`config.mk`:
```
export PLATFORM = sky130hd
export DESIGN_NAME = sfc_synth_ctrl
export DESIGN_NICKNAME = d
export VERILOG_FILES = /design/src/rtl/sfc_pkg.sv /design/src/rtl/sfc_synth_ctrl.sv /design/src/rtl/sfc_dsm.sv
export SDC_FILE = /design/constraint.sdc
export NUM_CORES = 1
export LEC_CHECK = 0
export BUFFER_PORTS_ARGS = -buffer_cell sky130_fd_sc_hd__buf_2
export CAP_MARGIN = 20
export CORE_ASPECT_RATIO = 0.7
export CORE_MARGIN = 2
export CORE_UTILIZATION = 45
export CTS_BUF_LIST = sky130_fd_sc_hd__clkbuf_4 sky130_fd_sc_hd__clkbuf_8
export CTS_CLUSTER_SIZE = 14
export DETAILED_ROUTE_END_ITERATION = 10
export GPL_ROUTABILITY_DRIVEN = 0
export PLACE_DENSITY = 0.72
export RECOVER_POWER = 100
export SLEW_MARGIN = 5
export SYNTH_ARGS = -nofsm -noshare
export SYNTH_HDL_FRONTEND = slang
export SYNTH_SLANG_ARGS = --single-unit
```
`constraint.sdc`:
```
create_clock -name clock -period 5.3 [get_ports clock]
set_clock_uncertainty 0.05 [all_clocks]
set_input_delay 1.06 -clock clock [delete_from_list [all_inputs] [get_ports clock]]
set_output_delay 1.06 -clock clock [all_outputs]
set_load 0.03 [all_outputs]
```
`src/rtl/sfc_pkg.sv`:
```
// Purpose: shared constants and types for the synthesizer frequency control
// Assumes: 10 MHz reference clock, 8-bit register port
// Notes: offsets are byte addresses on the register port
package sfc_pkg;
	// ************************************************************
	// register map
	// ************************************************************
	localparam logic [7:0] ADDR_TRIM_LOW = 8'h73;
	localparam logic [7:0] ADDR_TRIM_HIGH = 8'h74;
	localparam logic [7:0] ADDR_BAND = 8'h75;
	localparam logic [7:0] ADDR_FRAC_HIGH = 8'h76;
	localparam logic [7:0] ADDR_FRAC_LOW = 8'h77;
	localparam logic [7:0] ADDR_CTRL = 8'h78;
	localparam logic [7:0] ADDR_STATUS = 8'h7b;
	localparam logic [7:0] TRIM_LOW_RESET = 8'h00;
	localparam logic [7:0] TRIM_HIGH_RESET = 8'h00;
	localparam logic [7:0] BAND_RESET = 8'h35;
	localparam logic [7:0] FRAC_HIGH_RESET = 8'hbb;
	localparam logic [7:0] FRAC_LOW_RESET = 8'h80;
	localparam logic [3:0] CTRL_RESET = 4'h0;
	localparam int FB_MSB = 4;
	localparam int HB_BIT = 5;
	localparam int SB_BIT = 6;
	localparam int TRIM_HIGH_MSB = 1;
	localparam logic [4:0] FB_MAX = 5'h17;
	// ************************************************************
	// division ratio arithmetic
	// ************************************************************
	localparam int N_OFFSET = 24;
	localparam int DSM_MODULUS = 64000;
	localparam int REF_HZ = 10000000;
	localparam int RX_SHIFT_HZ = 937500;
	localparam longint RX_SHIFT_FRAC = 64'(RX_SHIFT_HZ) * DSM_MODULUS / REF_HZ;
	localparam int DEV_UNIT = 4;
	localparam logic [7:0] DEV_STEP_RESET = 8'h20;
	// ************************************************************
	// sequencer timing
	// ************************************************************
	localparam int CLK_NS = 100;
	localparam int BIAS_NS = 50000;
	localparam int CAL_NS = 50000;
	localparam int LOOP_NS = 100000;
	localparam int TOTAL_NS = 200000;
	localparam int BIAS_CYC = (BIAS_NS + CLK_NS - 1) / CLK_NS;
	localparam int CAL_CYC = (CAL_NS + CLK_NS - 1) / CLK_NS;
	localparam int LOOP_CYC = (LOOP_NS + CLK_NS - 1) / CLK_NS;
	localparam int TOTAL_CYC = TOTAL_NS / CLK_NS;
	localparam int TIMER_W = 11;
	typedef enum {st_idle, st_bias, st_cal, st_settle, st_active} sfc_state_t;
	typedef struct packed {
		logic skip_bias;
		logic skip_cal;
		logic rx_on;
		logic tx_on;
	} sfc_ctrl_t;
	typedef struct packed {
		logic [6:0] integer_part;
		logic [15:0] fraction;
	} sfc_div_t;
endpackage

```
`src/rtl/sfc_synth_ctrl.sv`:
```
// Purpose: frequency control and settle sequencing of the fractional-N synthesizer
// Assumes: 10 MHz reference as clock, host on the plain register port
// Notes: outputs are registered and trail the internal state by one cycle, synth_divide by two
//
// The strobed register port was left to the implementer.
`timescale 1ns/10ps
`default_nettype none
module sfc_synth_ctrl #(
	parameter logic [7:0] DEV_STEP = sfc_pkg::DEV_STEP_RESET
) (
	input wire logic clock,
	input wire logic reset_n,
	input wire logic [7:0] reg_addr,
	input wire logic [7:0] reg_wdata,
	input wire logic reg_write,
	input wire logic reg_read,
	output logic [7:0] reg_rdata,
	input wire logic tx_data,
	output logic pll_enable,
	output logic bias_settling,
	output logic vco_cal_run,
	output logic loop_settling,
	output logic synth_settled,
	output logic tx_active,
	output logic rx_active,
	output logic lo_div2,
	output sfc_pkg::sfc_div_t division,
	output logic [7:0] synth_divide
);
	localparam int TW = sfc_pkg::TIMER_W;
	localparam logic signed [17:0] MOD_S = 18'(sfc_pkg::DSM_MODULUS);

	// ************************************************************
	// register file
	// ************************************************************
	logic [7:0] trim_low;
	logic [sfc_pkg::TRIM_HIGH_MSB:0] trim_high;
	logic band_side;
	logic band_high;
	logic [sfc_pkg::FB_MSB:0] band_int;
	logic [7:0] frac_high;
	logic [7:0] frac_low;
	sfc_pkg::sfc_ctrl_t ctrl;
	logic freq_write;
	logic [15:0] carrier_frac;
	logic signed [9:0] trim;

	function automatic logic [4:0] clamp_int(input logic [4:0] v);
		return (v > sfc_pkg::FB_MAX) ? sfc_pkg::FB_MAX : v;
	endfunction

	function automatic logic is_freq_reg(input logic [7:0] a);
		return (a >= sfc_pkg::ADDR_TRIM_LOW) && (a <= sfc_pkg::ADDR_FRAC_LOW);
	endfunction

	assign carrier_frac = {frac_high, frac_low};
	assign trim = signed'({trim_high, trim_low});
	assign freq_write = reg_write && is_freq_reg(reg_addr);

	always_ff @(posedge clock or negedge reset_n) begin
		if (!reset_n) begin
			trim_low <= sfc_pkg::TRIM_LOW_RESET;
			trim_high <= sfc_pkg::TRIM_HIGH_RESET[sfc_pkg::TRIM_HIGH_MSB:0];
			band_side <= sfc_pkg::BAND_RESET[sfc_pkg::SB_BIT];
			band_high <= sfc_pkg::BAND_RESET[sfc_pkg::HB_BIT];
			band_int <= sfc_pkg::BAND_RESET[sfc_pkg::FB_MSB:0];
			frac_high <= sfc_pkg::FRAC_HIGH_RESET;
			frac_low <= sfc_pkg::FRAC_LOW_RESET;
			ctrl <= sfc_pkg::CTRL_RESET;
		end else if (reg_write) begin
			case (reg_addr)
				sfc_pkg::ADDR_TRIM_LOW: begin
					trim_low <= reg_wdata;
				end
				sfc_pkg::ADDR_TRIM_HIGH: begin
					trim_high <= reg_wdata[sfc_pkg::TRIM_HIGH_MSB:0];
				end
				sfc_pkg::ADDR_BAND: begin
					band_side <= reg_wdata[sfc_pkg::SB_BIT];
					band_high <= reg_wdata[sfc_pkg::HB_BIT];
					band_int <= clamp_int(reg_wdata[sfc_pkg::FB_MSB:0]);
				end
				sfc_pkg::ADDR_FRAC_HIGH: begin
					frac_high <= reg_wdata;
				end
				sfc_pkg::ADDR_FRAC_LOW: begin
					frac_low <= reg_wdata;
				end
				sfc_pkg::ADDR_CTRL: begin
					ctrl <= reg_wdata[$bits(ctrl)-1:0];
				end
				default: begin
				end
			endcase
		end
	end

	function automatic logic [7:0] read_mux(input logic [7:0] a);
		case (a)
			sfc_pkg::ADDR_TRIM_LOW: return trim_low;
			sfc_pkg::ADDR_TRIM_HIGH: return 8'(trim_high);
			sfc_pkg::ADDR_BAND: return {1'b0, band_side, band_high, band_int};
			sfc_pkg::ADDR_FRAC_HIGH: return frac_high;
			sfc_pkg::ADDR_FRAC_LOW: return frac_low;
			sfc_pkg::ADDR_CTRL: return 8'(ctrl);
			sfc_pkg::ADDR_STATUS: return {1'b0, loop_settling, bias_settling, pll_enable,
				vco_cal_run, rx_active, tx_active, synth_settled};
			default: return 8'h00;
		endcase
	endfunction

	// read data stand for exactly one cycle after the strobe
	always_ff @(posedge clock or negedge reset_n) begin
		if (!reset_n) begin
			reg_rdata <= 8'h00;
		end else begin
			reg_rdata <= reg_read ? read_mux(reg_addr) : 8'h00;
		end
	end

	// ************************************************************
	// modulation data input
	// ************************************************************
	logic data_meta;
	logic data_bit;

	always_ff @(posedge clock or negedge reset_n) begin
		if (!reset_n) begin
			data_meta <= 1'b0;
			data_bit <= 1'b0;
		end else begin
			data_meta <= tx_data;
			data_bit <= data_meta;
		end
	end

	// ************************************************************
	// mode sequencer
	// ************************************************************
	sfc_pkg::sfc_state_t state;
	logic [TW-1:0] timer;
	logic run_tx;
	logic run_rx;
	logic powerup_cal;
	logic want_tx;
	logic want_rx;
	logic go;
	logic restart;
	logic start;

	function automatic sfc_pkg::sfc_state_t next_step(input sfc_pkg::sfc_state_t s,
		input logic skip_cal, input logic running);
		case (s)
			sfc_pkg::st_bias: return skip_cal ? sfc_pkg::st_settle : sfc_pkg::st_cal;
			sfc_pkg::st_cal: return sfc_pkg::st_settle;
			sfc_pkg::st_settle: return running ? sfc_pkg::st_active : sfc_pkg::st_idle;
			default: return sfc_pkg::st_idle;
		endcase
	endfunction

	function automatic logic [TW-1:0] step_load(input sfc_pkg::sfc_state_t s);
		case (s)
			sfc_pkg::st_bias: return TW'(sfc_pkg::BIAS_CYC - 1);
			sfc_pkg::st_cal: return TW'(sfc_pkg::CAL_CYC - 1);
			sfc_pkg::st_settle: return TW'(sfc_pkg::LOOP_CYC - 1);
			default: return '0;
		endcase
	endfunction

	// transmit wins when software asks for both modes
	assign want_tx = ctrl.tx_on;
	assign want_rx = ctrl.rx_on && !ctrl.tx_on;
	assign go = want_tx || want_rx || powerup_cal;
	// a new frequency or a mode swap re-runs the whole tuning path
	assign restart = freq_write || ((state != sfc_pkg::st_idle)
		&& ((run_tx != want_tx) || (run_rx != want_rx)));
	assign start = ((state == sfc_pkg::st_idle) || restart) && go;

	always_ff @(posedge clock or negedge reset_n) begin
		if (!reset_n) begin
			state <= sfc_pkg::st_idle;
			timer <= '0;
		end else if ((state == sfc_pkg::st_idle) || restart) begin
			if (go) begin
				// skipping bias also hands over to the skip-cal decision
				if (ctrl.skip_bias) begin
					state <= next_step(sfc_pkg::st_bias, ctrl.skip_cal, 1'b1);
					timer <= step_load(next_step(sfc_pkg::st_bias, ctrl.skip_cal, 1'b1));
				end else begin
					state <= sfc_pkg::st_bias;
					timer <= step_load(sfc_pkg::st_bias);
				end
			end else begin
				state <= sfc_pkg::st_idle;
				timer <= '0;
			end
		end else if (state != sfc_pkg::st_active) begin
			if (timer != '0) begin
				timer <= timer - TW'(1);
			end else begin
				state <= next_step(state, ctrl.skip_cal, run_tx || run_rx);
				timer <= step_load(next_step(state, ctrl.skip_cal, run_tx || run_rx));
			end
		end
	end

	always_ff @(posedge clock or negedge reset_n) begin
		if (!reset_n) begin
			run_tx <= 1'b0;
			run_rx <= 1'b0;
		end else if ((state == sfc_pkg::st_idle) || restart) begin
			run_tx <= go && want_tx;
			run_rx <= go && want_rx;
		end
	end

	// one tuning pass after reset even with no mode asked for
	always_ff @(posedge clock or negedge reset_n) begin
		if (!reset_n) begin
			powerup_cal <= 1'b1;
		end else if (start) begin
			powerup_cal <= 1'b0;
		end
	end

	always_ff @(posedge clock or negedge reset_n) begin
		if (!reset_n) begin
			pll_enable <= 1'b0;
			bias_settling <= 1'b0;
			vco_cal_run <= 1'b0;
			loop_settling <= 1'b0;
			synth_settled <= 1'b0;
			tx_active <= 1'b0;
			rx_active <= 1'b0;
		end else begin
			pll_enable <= state != sfc_pkg::st_idle;
			bias_settling <= state == sfc_pkg::st_bias;
			vco_cal_run <= state == sfc_pkg::st_cal;
			loop_settling <= state == sfc_pkg::st_settle;
			synth_settled <= state == sfc_pkg::st_active;
			tx_active <= (state == sfc_pkg::st_active) && run_tx;
			rx_active <= (state == sfc_pkg::st_active) && run_rx;
		end
	end

	// ************************************************************
	// division ratio
	// ************************************************************
	logic signed [17:0] dev_s;
	logic signed [17:0] rx_s;
	logic signed [17:0] next_sum;
	logic [6:0] next_int;
	logic [15:0] next_frac;

	// deviation counts are coarser in low band, the loop runs at twice the ratio
	assign dev_s = signed'((18'(DEV_STEP) * 18'(sfc_pkg::DEV_UNIT)) >> band_high);
	// shift counts halve in high band since the output divider is bypassed
	assign rx_s = signed'(18'(sfc_pkg::RX_SHIFT_FRAC) >> band_high);

	always_comb begin
		next_sum = signed'({2'b00, carrier_frac}) + 18'(trim);
		if ((state == sfc_pkg::st_active) && run_tx) begin
			next_sum = data_bit ? next_sum + dev_s : next_sum - dev_s;
		end
		if (run_rx && (state != sfc_pkg::st_idle)) begin
			next_sum = next_sum - rx_s;
		end
		next_int = 7'(band_int) + 7'(sfc_pkg::N_OFFSET);
		// one correction suffices: trim, deviation and shift stay below the modulus
		if (next_sum < 0) begin
			next_frac = 16'(next_sum + MOD_S);
			next_int = next_int - 7'h01;
		end else if (next_sum >= MOD_S) begin
			next_frac = 16'(next_sum - MOD_S);
			next_int = next_int + 7'h01;
		end else begin
			next_frac = 16'(next_sum);
		end
	end

	always_ff @(posedge clock or negedge reset_n) begin
		if (!reset_n) begin
			division <= '0;
			lo_div2 <= 1'b0;
		end else begin
			division.integer_part <= next_int;
			division.fraction <= next_frac;
			lo_div2 <= !band_high;
		end
	end

	// ************************************************************
	// modulator and instantaneous divide value
	// ************************************************************
	logic signed [3:0] dsm_offset;

	sfc_dsm #(
		.MODULUS(sfc_pkg::DSM_MODULUS),
		.W(16)
	) u_dsm (
		.clock(clock),
		.reset_n(reset_n),
		.enable(pll_enable),
		.fraction(division.fraction),
		.offset(dsm_offset)
	);

	always_ff @(posedge clock or negedge reset_n) begin
		if (!reset_n) begin
			synth_divide <= 8'h00;
		end else begin
			synth_divide <= 8'({1'b0, division.integer_part}) + 8'(dsm_offset);
		end
	end

	// ************************************************************
	// checks
	// ************************************************************
	localparam int CAL_REACH = sfc_pkg::BIAS_CYC + 2;
	localparam int TX_REACH = sfc_pkg::TOTAL_CYC + 3;
	logic [11:0] settle_run;
	logic [11:0] seq_run;
	logic [23:0] ratio_q;
	logic [23:0] base_q;
	logic [11:0] tx_wait;

	always_ff @(posedge clock or negedge reset_n) begin
		if (!reset_n) begin
			settle_run <= '0;
			seq_run <= '0;
			ratio_q <= '0;
			base_q <= '0;
			tx_wait <= '0;
		end else begin
			settle_run <= (state == sfc_pkg::st_settle) ? settle_run + 12'h001 : '0;
			seq_run <= start ? '0 : ((&seq_run) ? seq_run : seq_run + 12'h001);
			ratio_q <= 24'(next_int) * 24'(sfc_pkg::DSM_MODULUS) + 24'(next_frac);
			base_q <= (24'(band_int) + 24'(sfc_pkg::N_OFFSET)) * 24'(sfc_pkg::DSM_MODULUS)
				+ 24'(carrier_frac) + 24'(trim);
			// cycles spent waiting for transmit; any write restarts the wait
			tx_wait <= (reg_write || tx_active || !ctrl.tx_on) ? '0
				: ((&tx_wait) ? tx_wait : tx_wait + 12'h001);
		end
	end
endmodule
`default_nettype wire

```
`src/rtl/sfc_dsm.sv`:
```
// Purpose: third order delta-sigma modulator for the feedback divider
// Assumes: fraction below the modulus, clocked by the reference
// Notes: three cascaded first order stages, carries recombined
`timescale 1ns/10ps
`default_nettype none
module sfc_dsm #(
	parameter int MODULUS = sfc_pkg::DSM_MODULUS,
	parameter int W = 16
) (
	input wire logic clock,
	input wire logic reset_n,
	input wire logic enable,
	input wire logic [W-1:0] fraction,
	output logic signed [3:0] offset
);
	// ************************************************************
	// accumulator stages
	// ************************************************************
	localparam logic [W:0] MOD_W = (W+1)'(MODULUS);
	logic [W-1:0] acc [3];
	logic [2:0] carry;
	logic c2_d, c3_d, c3_dd;

	genvar k;
	generate
		for (k = 0; k < 3; k++) begin : g_stage
			logic [W:0] sum;
			if (k == 0) begin : g_in
				assign sum = {1'b0, fraction} + {1'b0, acc[0]};
			end else begin : g_chain
				assign sum = {1'b0, acc[k-1]} + {1'b0, acc[k]};
			end
			// wrap at the modulus, the carry is the stage output
			assign carry[k] = (sum >= MOD_W);
			always_ff @(posedge clock or negedge reset_n) begin
				if (!reset_n) begin
					acc[k] <= '0;
				end else if (!enable) begin
					acc[k] <= '0;
				end else begin
					acc[k] <= carry[k] ? W'(sum - MOD_W) : W'(sum);
				end
			end
		end
	endgenerate

	// ************************************************************
	// noise shaping recombination
	// ************************************************************
	always_ff @(posedge clock or negedge reset_n) begin
		if (!reset_n) begin
			c2_d <= 1'b0;
			c3_d <= 1'b0;
			c3_dd <= 1'b0;
			offset <= '0;
		end else begin
			c2_d <= enable & carry[1];
			c3_d <= enable & carry[2];
			c3_dd <= c3_d;
			offset <= enable ? 4'(signed'({3'b000, carry[0]}) + signed'({3'b000, carry[1]})
				- signed'({3'b000, c2_d}) + signed'({3'b000, carry[2]})
				- signed'({2'b00, c3_d, 1'b0}) + signed'({3'b000, c3_dd})) : 4'h0;
		end
	end
endmodule
`default_nettype wire

```
==> metrics.txt <==
# TYPE chip_impl_metric gauge
chip_impl_metric{name="clock-sinks",unit=""} 158
chip_impl_metric{name="synthesis.area_per_instance",unit="µm²"} 9.643
chip_impl_info{name="synth_top_family_by_area",value="compound AO/OA/AOI/OAI gates"} 1
chip_impl_metric{name="crit_arrival",unit="ps"} 5730
chip_impl_metric{name="synthesis.area",unit="µm²"} 11280
chip_impl_metric{name="share_of_yosys_cell_area_claimed_by_the_top_area_cell_type",unit="%"} 32.38
chip_impl_metric{name="routed_via_density",unit=""} 5.651
chip_impl_metric{name="layout.nets",unit=""} 1450
chip_impl_metric{name="finalNonFillerCells",unit=""} 1653
chip_impl_metric{name="yosys_register_bits",unit=""} 158
chip_impl_info{name="post-synth-top-count-cell",value="sky130_fd_sc_hd__dfrtp_1"} 1
chip_impl_info{name="ys_top_cells_by_area",value="sky130_fd_sc_hd__dfrtp_1 (32%), sky130_fd_sc_hd__ha_1 (12%), sky130_fd_sc_hd__xnor2_1 (5.0%)"} 1
chip_impl_metric{name="finalWirelength",unit="mm"} 28.62
chip_impl_metric{name="remaining_routing_drc_violations",unit=""} 0
chip_impl_metric{name="max_clock_freq",unit="MHz"} 185.2
chip_impl_metric{name="final_worst_path_setup_slack",unit="ps"} -99.57
chip_impl_metric{name="fin_util",unit="%"} 53.87
chip_impl_metric{name="synth_edf_count",unit=""} 0
chip_impl_metric{name="dieArea",unit="µm²"} 26370
chip_impl_metric{name="area_growth",unit="%"} 17.57
chip_impl_metric{name="pre_antenna_drt_iters",unit=""} 5
chip_impl_metric{name="cp_slowest_stage_delay",unit="ps"} 400
chip_impl_metric{name="final.period_utilization",unit="%"} 101.9
chip_impl_metric{name="max-slew-margin-rel",unit="%"} -178.1
chip_impl_metric{name="fp-row-count",unit=""} 48
chip_impl_info{name="cp-start-kind",value="flop"} 1
chip_impl_info{name="endpoint_kind",value="flop"} 1
chip_impl_metric{name="final.hold.worst_slack",unit="ps"} 308.1
chip_impl_metric{name="timing_worst_slew_pin_value",unit="ps"} 4172
chip_impl_metric{name="clock_insertion_delay_worst_skew",unit="ps"} 460
chip_impl_metric{name="routed-via-count",unit=""} 9341
chip_impl_metric{name="critPathRequiredTime",unit="ps"} 5630
chip_impl_metric{name="fp.dieH",unit="µm"} 136.5
chip_impl_metric{name="cts_max_path_buffers",unit=""} 2
chip_impl_metric{name="detailedRoute.firstIterationViolations",unit=""} 623
chip_impl_metric{name="floorplan.initialDensity",unit="%"} 45.82
chip_impl_metric{name="largest_driver_fanout_on_the_critical_path",unit=""} 3
chip_impl_info{name="synth_flop_cell",value="sky130_fd_sc_hd__dfrtp_1"} 1
chip_impl_metric{name="port_buffers",unit=""} 67
chip_impl_metric{name="cts.htree.levels",unit=""} 4
chip_impl_metric{name="globalRoute.totalOverflow",unit=""} 0
chip_impl_metric{name="place_hpwl",unit="mm"} 21.95
chip_impl_info{name="ctsRootBufferMaster",value="sky130_fd_sc_hd__clkbuf_8"} 1
chip_impl_metric{name="pre_cts_ws",unit="ps"} -233.7
chip_impl_metric{name="grt.total_usage",unit="%"} 21.88
chip_impl_metric{name="report.final.hold_viol_count",unit=""} 0
chip_impl_info{name="cp_slowest_cell",value="sky130_fd_sc_hd__dfrtp_1"} 1
chip_impl_info{name="timing.critical_path.max_delay_family",value="compound AO/OA/AOI/OAI gates"} 1
chip_impl_metric{name="postSynthCellCount",unit=""} 1170
chip_impl_metric{name="cts_buffers",unit=""} 17
chip_impl_metric{name="cts.hold.buffers_added",unit=""} 0
chip_impl_metric{name="standby_leakage_power",unit="µW"} 0.006568
chip_impl_info{name="failed_checks",value="max-capacitance violations, max-slew violations, negative setup slack"} 1
chip_impl_metric{name="grt_start_max_net_pins",unit=""} 84
chip_impl_metric{name="cts.reportedPaths.clkPinSlew",unit="ps"} 90
chip_impl_metric{name="setup_viol_count_final",unit=""} 9
chip_impl_metric{name="post_route_cells_drive_above_1_share",unit="%"} 23.04
chip_impl_metric{name="report.final.slew_viol_count",unit=""} 136
chip_impl_info{name="outcome",value="complete, but fails checks"} 1
chip_impl_metric{name="timing.final.crit_period",unit="ps"} 5400
chip_impl_info{name="netlist_top_cells_count",value="sky130_fd_sc_hd__dfrtp_1 (146), sky130_fd_sc_hd__ha_1 (106), sky130_fd_sc_hd__a21oi_1 (100)"} 1
chip_impl_metric{name="vias_in_the_first_global_route",unit=""} 8814
chip_impl_metric{name="synth.yosys.seq_area_share",unit="%"} 35.18
chip_impl_metric{name="yosys_warnings",unit=""} 0
chip_impl_info{name="synth_area_leader_cell",value="sky130_fd_sc_hd__dfrtp_1"} 1
chip_impl_metric{name="synth_adder_area_share",unit="%"} 13.18
chip_impl_info{name="kind_of_critical_path",value="flop to flop"} 1
chip_impl_metric{name="synthesized_area_fraction_occupied_by_xor_and_xnor_cells",unit="%"} 7.752
chip_impl_metric{name="dp.cells",unit=""} 1604
chip_impl_metric{name="floorplan.core_area",unit="µm²"} 24620
chip_impl_metric{name="synthesized_area_fraction_occupied_by_ao_oa_aoi_and_oai_cells",unit="%"} 20.03
chip_impl_metric{name="pin_count",unit=""} 68
chip_impl_metric{name="max-vdd-ir-drop",unit="mV"} 0.2137
chip_impl_metric{name="synthDistinctLibCells",unit=""} 87
chip_impl_metric{name="num_antenna_cells",unit=""} 0
chip_impl_metric{name="power.density",unit="nW/µm²"} 293.6
chip_impl_metric{name="cap_violations",unit=""} 2
chip_impl_metric{name="synth_fp_nets",unit=""} 1305
chip_impl_info{name="cts_tree",value="yes"} 1
chip_impl_metric{name="die-width",unit="µm"} 193.3
chip_impl_metric{name="grt_antenna_before_repair",unit=""} 0
chip_impl_metric{name="drt-wirelength-per-cell",unit="µm"} 17.31
chip_impl_metric{name="cp_num_buf_inv",unit=""} 3
chip_impl_metric{name="synth_simple_gate_area_share",unit="%"} 15.35
chip_impl_metric{name="grt_pass1_wl",unit="mm"} 45.80
chip_impl_metric{name="synth.area.mux_share",unit="%"} 5.257
chip_impl_metric{name="synth-async-reset-ratio",unit="%"} 100.0
chip_impl_info{name="rsz_0062_raised_after_global_routing",value="yes"} 1
chip_impl_info{name="worst_hold_path_type",value="flop to flop"} 1
chip_impl_metric{name="route.antenna.remaining_nets",unit=""} 0
==> cell families after synthesis <==
group,Yosys count
compound gates,327
flops,158
fa+ha+maj,114
mux,54
xor+xnor,99
buf+inv,95
simple gates,323
==> power by group <==
part | internal [µW] | switching (µW)
clock network | 570 | 501
registers | 1320 | 120
logic | 558 | 823
==> per-stage QoR <==
stage	total power (µW)	area, µm²	TNS (ps)
global placement	2735	12470	-359.5
detailed placement	2773	12470	-2164
floorplan	2374	11280	0
finish	3895	13260	-398.9
CTS	3885	13160	0
global route	4127	13260	-4622
==> layer usage <==
| metal | global-route usage, % | vias up | wire [µm] |
|---|---|---|---|
| li1 | - | 4532 | - |
| met1 | 31.75 | 4529 | 14090 |
| met2 | 32.76 | 255 | 12430 |
| met3 | 4.862 | 25 | 1672 |
| met4 | 6.064 | 0 | 424 |
| met5 | 0 | - | 0 |
==> cell type report <==
class                      instances  area (µm²)
multi-input combinational        917        7152
tap                              325       406.6
clock inverter                    15       231.5
sequential                       158        3969
inverter                          61       229.0
timing repair buffer             160        1042
fill                            2201       11360
clock buffer                      17       234.0
==> sequential cells by signal, summed over array words and instances (netlist names), 4 cells and up <==
name,count
u_dsm.acc,48
division,23
timer,11
frac_high,8
frac_low,8
reg_rdata,8
synth_divide,8
trim_low,8
band_int,5
u_dsm.offset,4
==> final timing paths <==
path / from / to / slack (ps) / cells past startpoint
max: trim_low[0]$_DFFE_PN0P_ / division[15]$_DFF_PN0_ / -100 / 25
min: data_meta$_DFF_PN0_ / data_bit$_DFF_PN0_ / 310 / 0
min in group asynchronous: reset_n / timer[4]$_DFFE_PN0P_ / 2020 / 1
max in group asynchronous: reset_n / data_bit$_DFF_PN0_ / 850 / 1
max reg2reg: trim_low[0]$_DFFE_PN0P_ / division[15]$_DFF_PN0_ / -100 / 25
min reg2reg: data_meta$_DFF_PN0_ / data_bit$_DFF_PN0_ / 310 / 0
==> layout by cell type, fill, tap and decap left out, types with 6 or more instances in the layout <==
cell type                  instances
sky130_fd_sc_hd__o21ai_1           7
sky130_fd_sc_hd__dfrtp_1         146
sky130_fd_sc_hd__o21a_1           18
sky130_fd_sc_hd__a31oi_1          13
sky130_fd_sc_hd__nor3_1           23
sky130_fd_sc_hd__buf_2            67
sky130_fd_sc_hd__nor3b_1           7
sky130_fd_sc_hd__buf_4            85
sky130_fd_sc_hd__nand2_1          72
sky130_fd_sc_hd__o21bai_1         20
sky130_fd_sc_hd__a21o_1           29
sky130_fd_sc_hd__mux2_2           38
sky130_fd_sc_hd__o21ai_0          43
sky130_fd_sc_hd__nand3_1          25
sky130_fd_sc_hd__inv_1            60
sky130_fd_sc_hd__dfstp_2          12
sky130_fd_sc_hd__a21oi_1          97
sky130_fd_sc_hd__ha_1             99
sky130_fd_sc_hd__xnor2_1          63
sky130_fd_sc_hd__or4_1             6
sky130_fd_sc_hd__a21boi_0          9
sky130_fd_sc_hd__o211ai_1          6
sky130_fd_sc_hd__a22oi_1          14
sky130_fd_sc_hd__mux2i_1          15
sky130_fd_sc_hd__o31ai_1           7
sky130_fd_sc_hd__and2_1           45
sky130_fd_sc_hd__nor2_1           49
sky130_fd_sc_hd__nand2b_1         16
sky130_fd_sc_hd__fa_1              6
sky130_fd_sc_hd__and3_1           15
sky130_fd_sc_hd__xor2_1           32
sky130_fd_sc_hd__nor2b_1           9
sky130_fd_sc_hd__or3_1            12
sky130_fd_sc_hd__clkbuf_8         17
==> repair_timing <==
action | CTS | global route
pin swaps | 19 | 21
buffers inserted | 14 | 2
gates cloned | 0 | 0
resized for setup | 23 | 23
endpoints found under the setup margin | 14 | 14
Note: power is estimated with default switching activity, not from simulation.
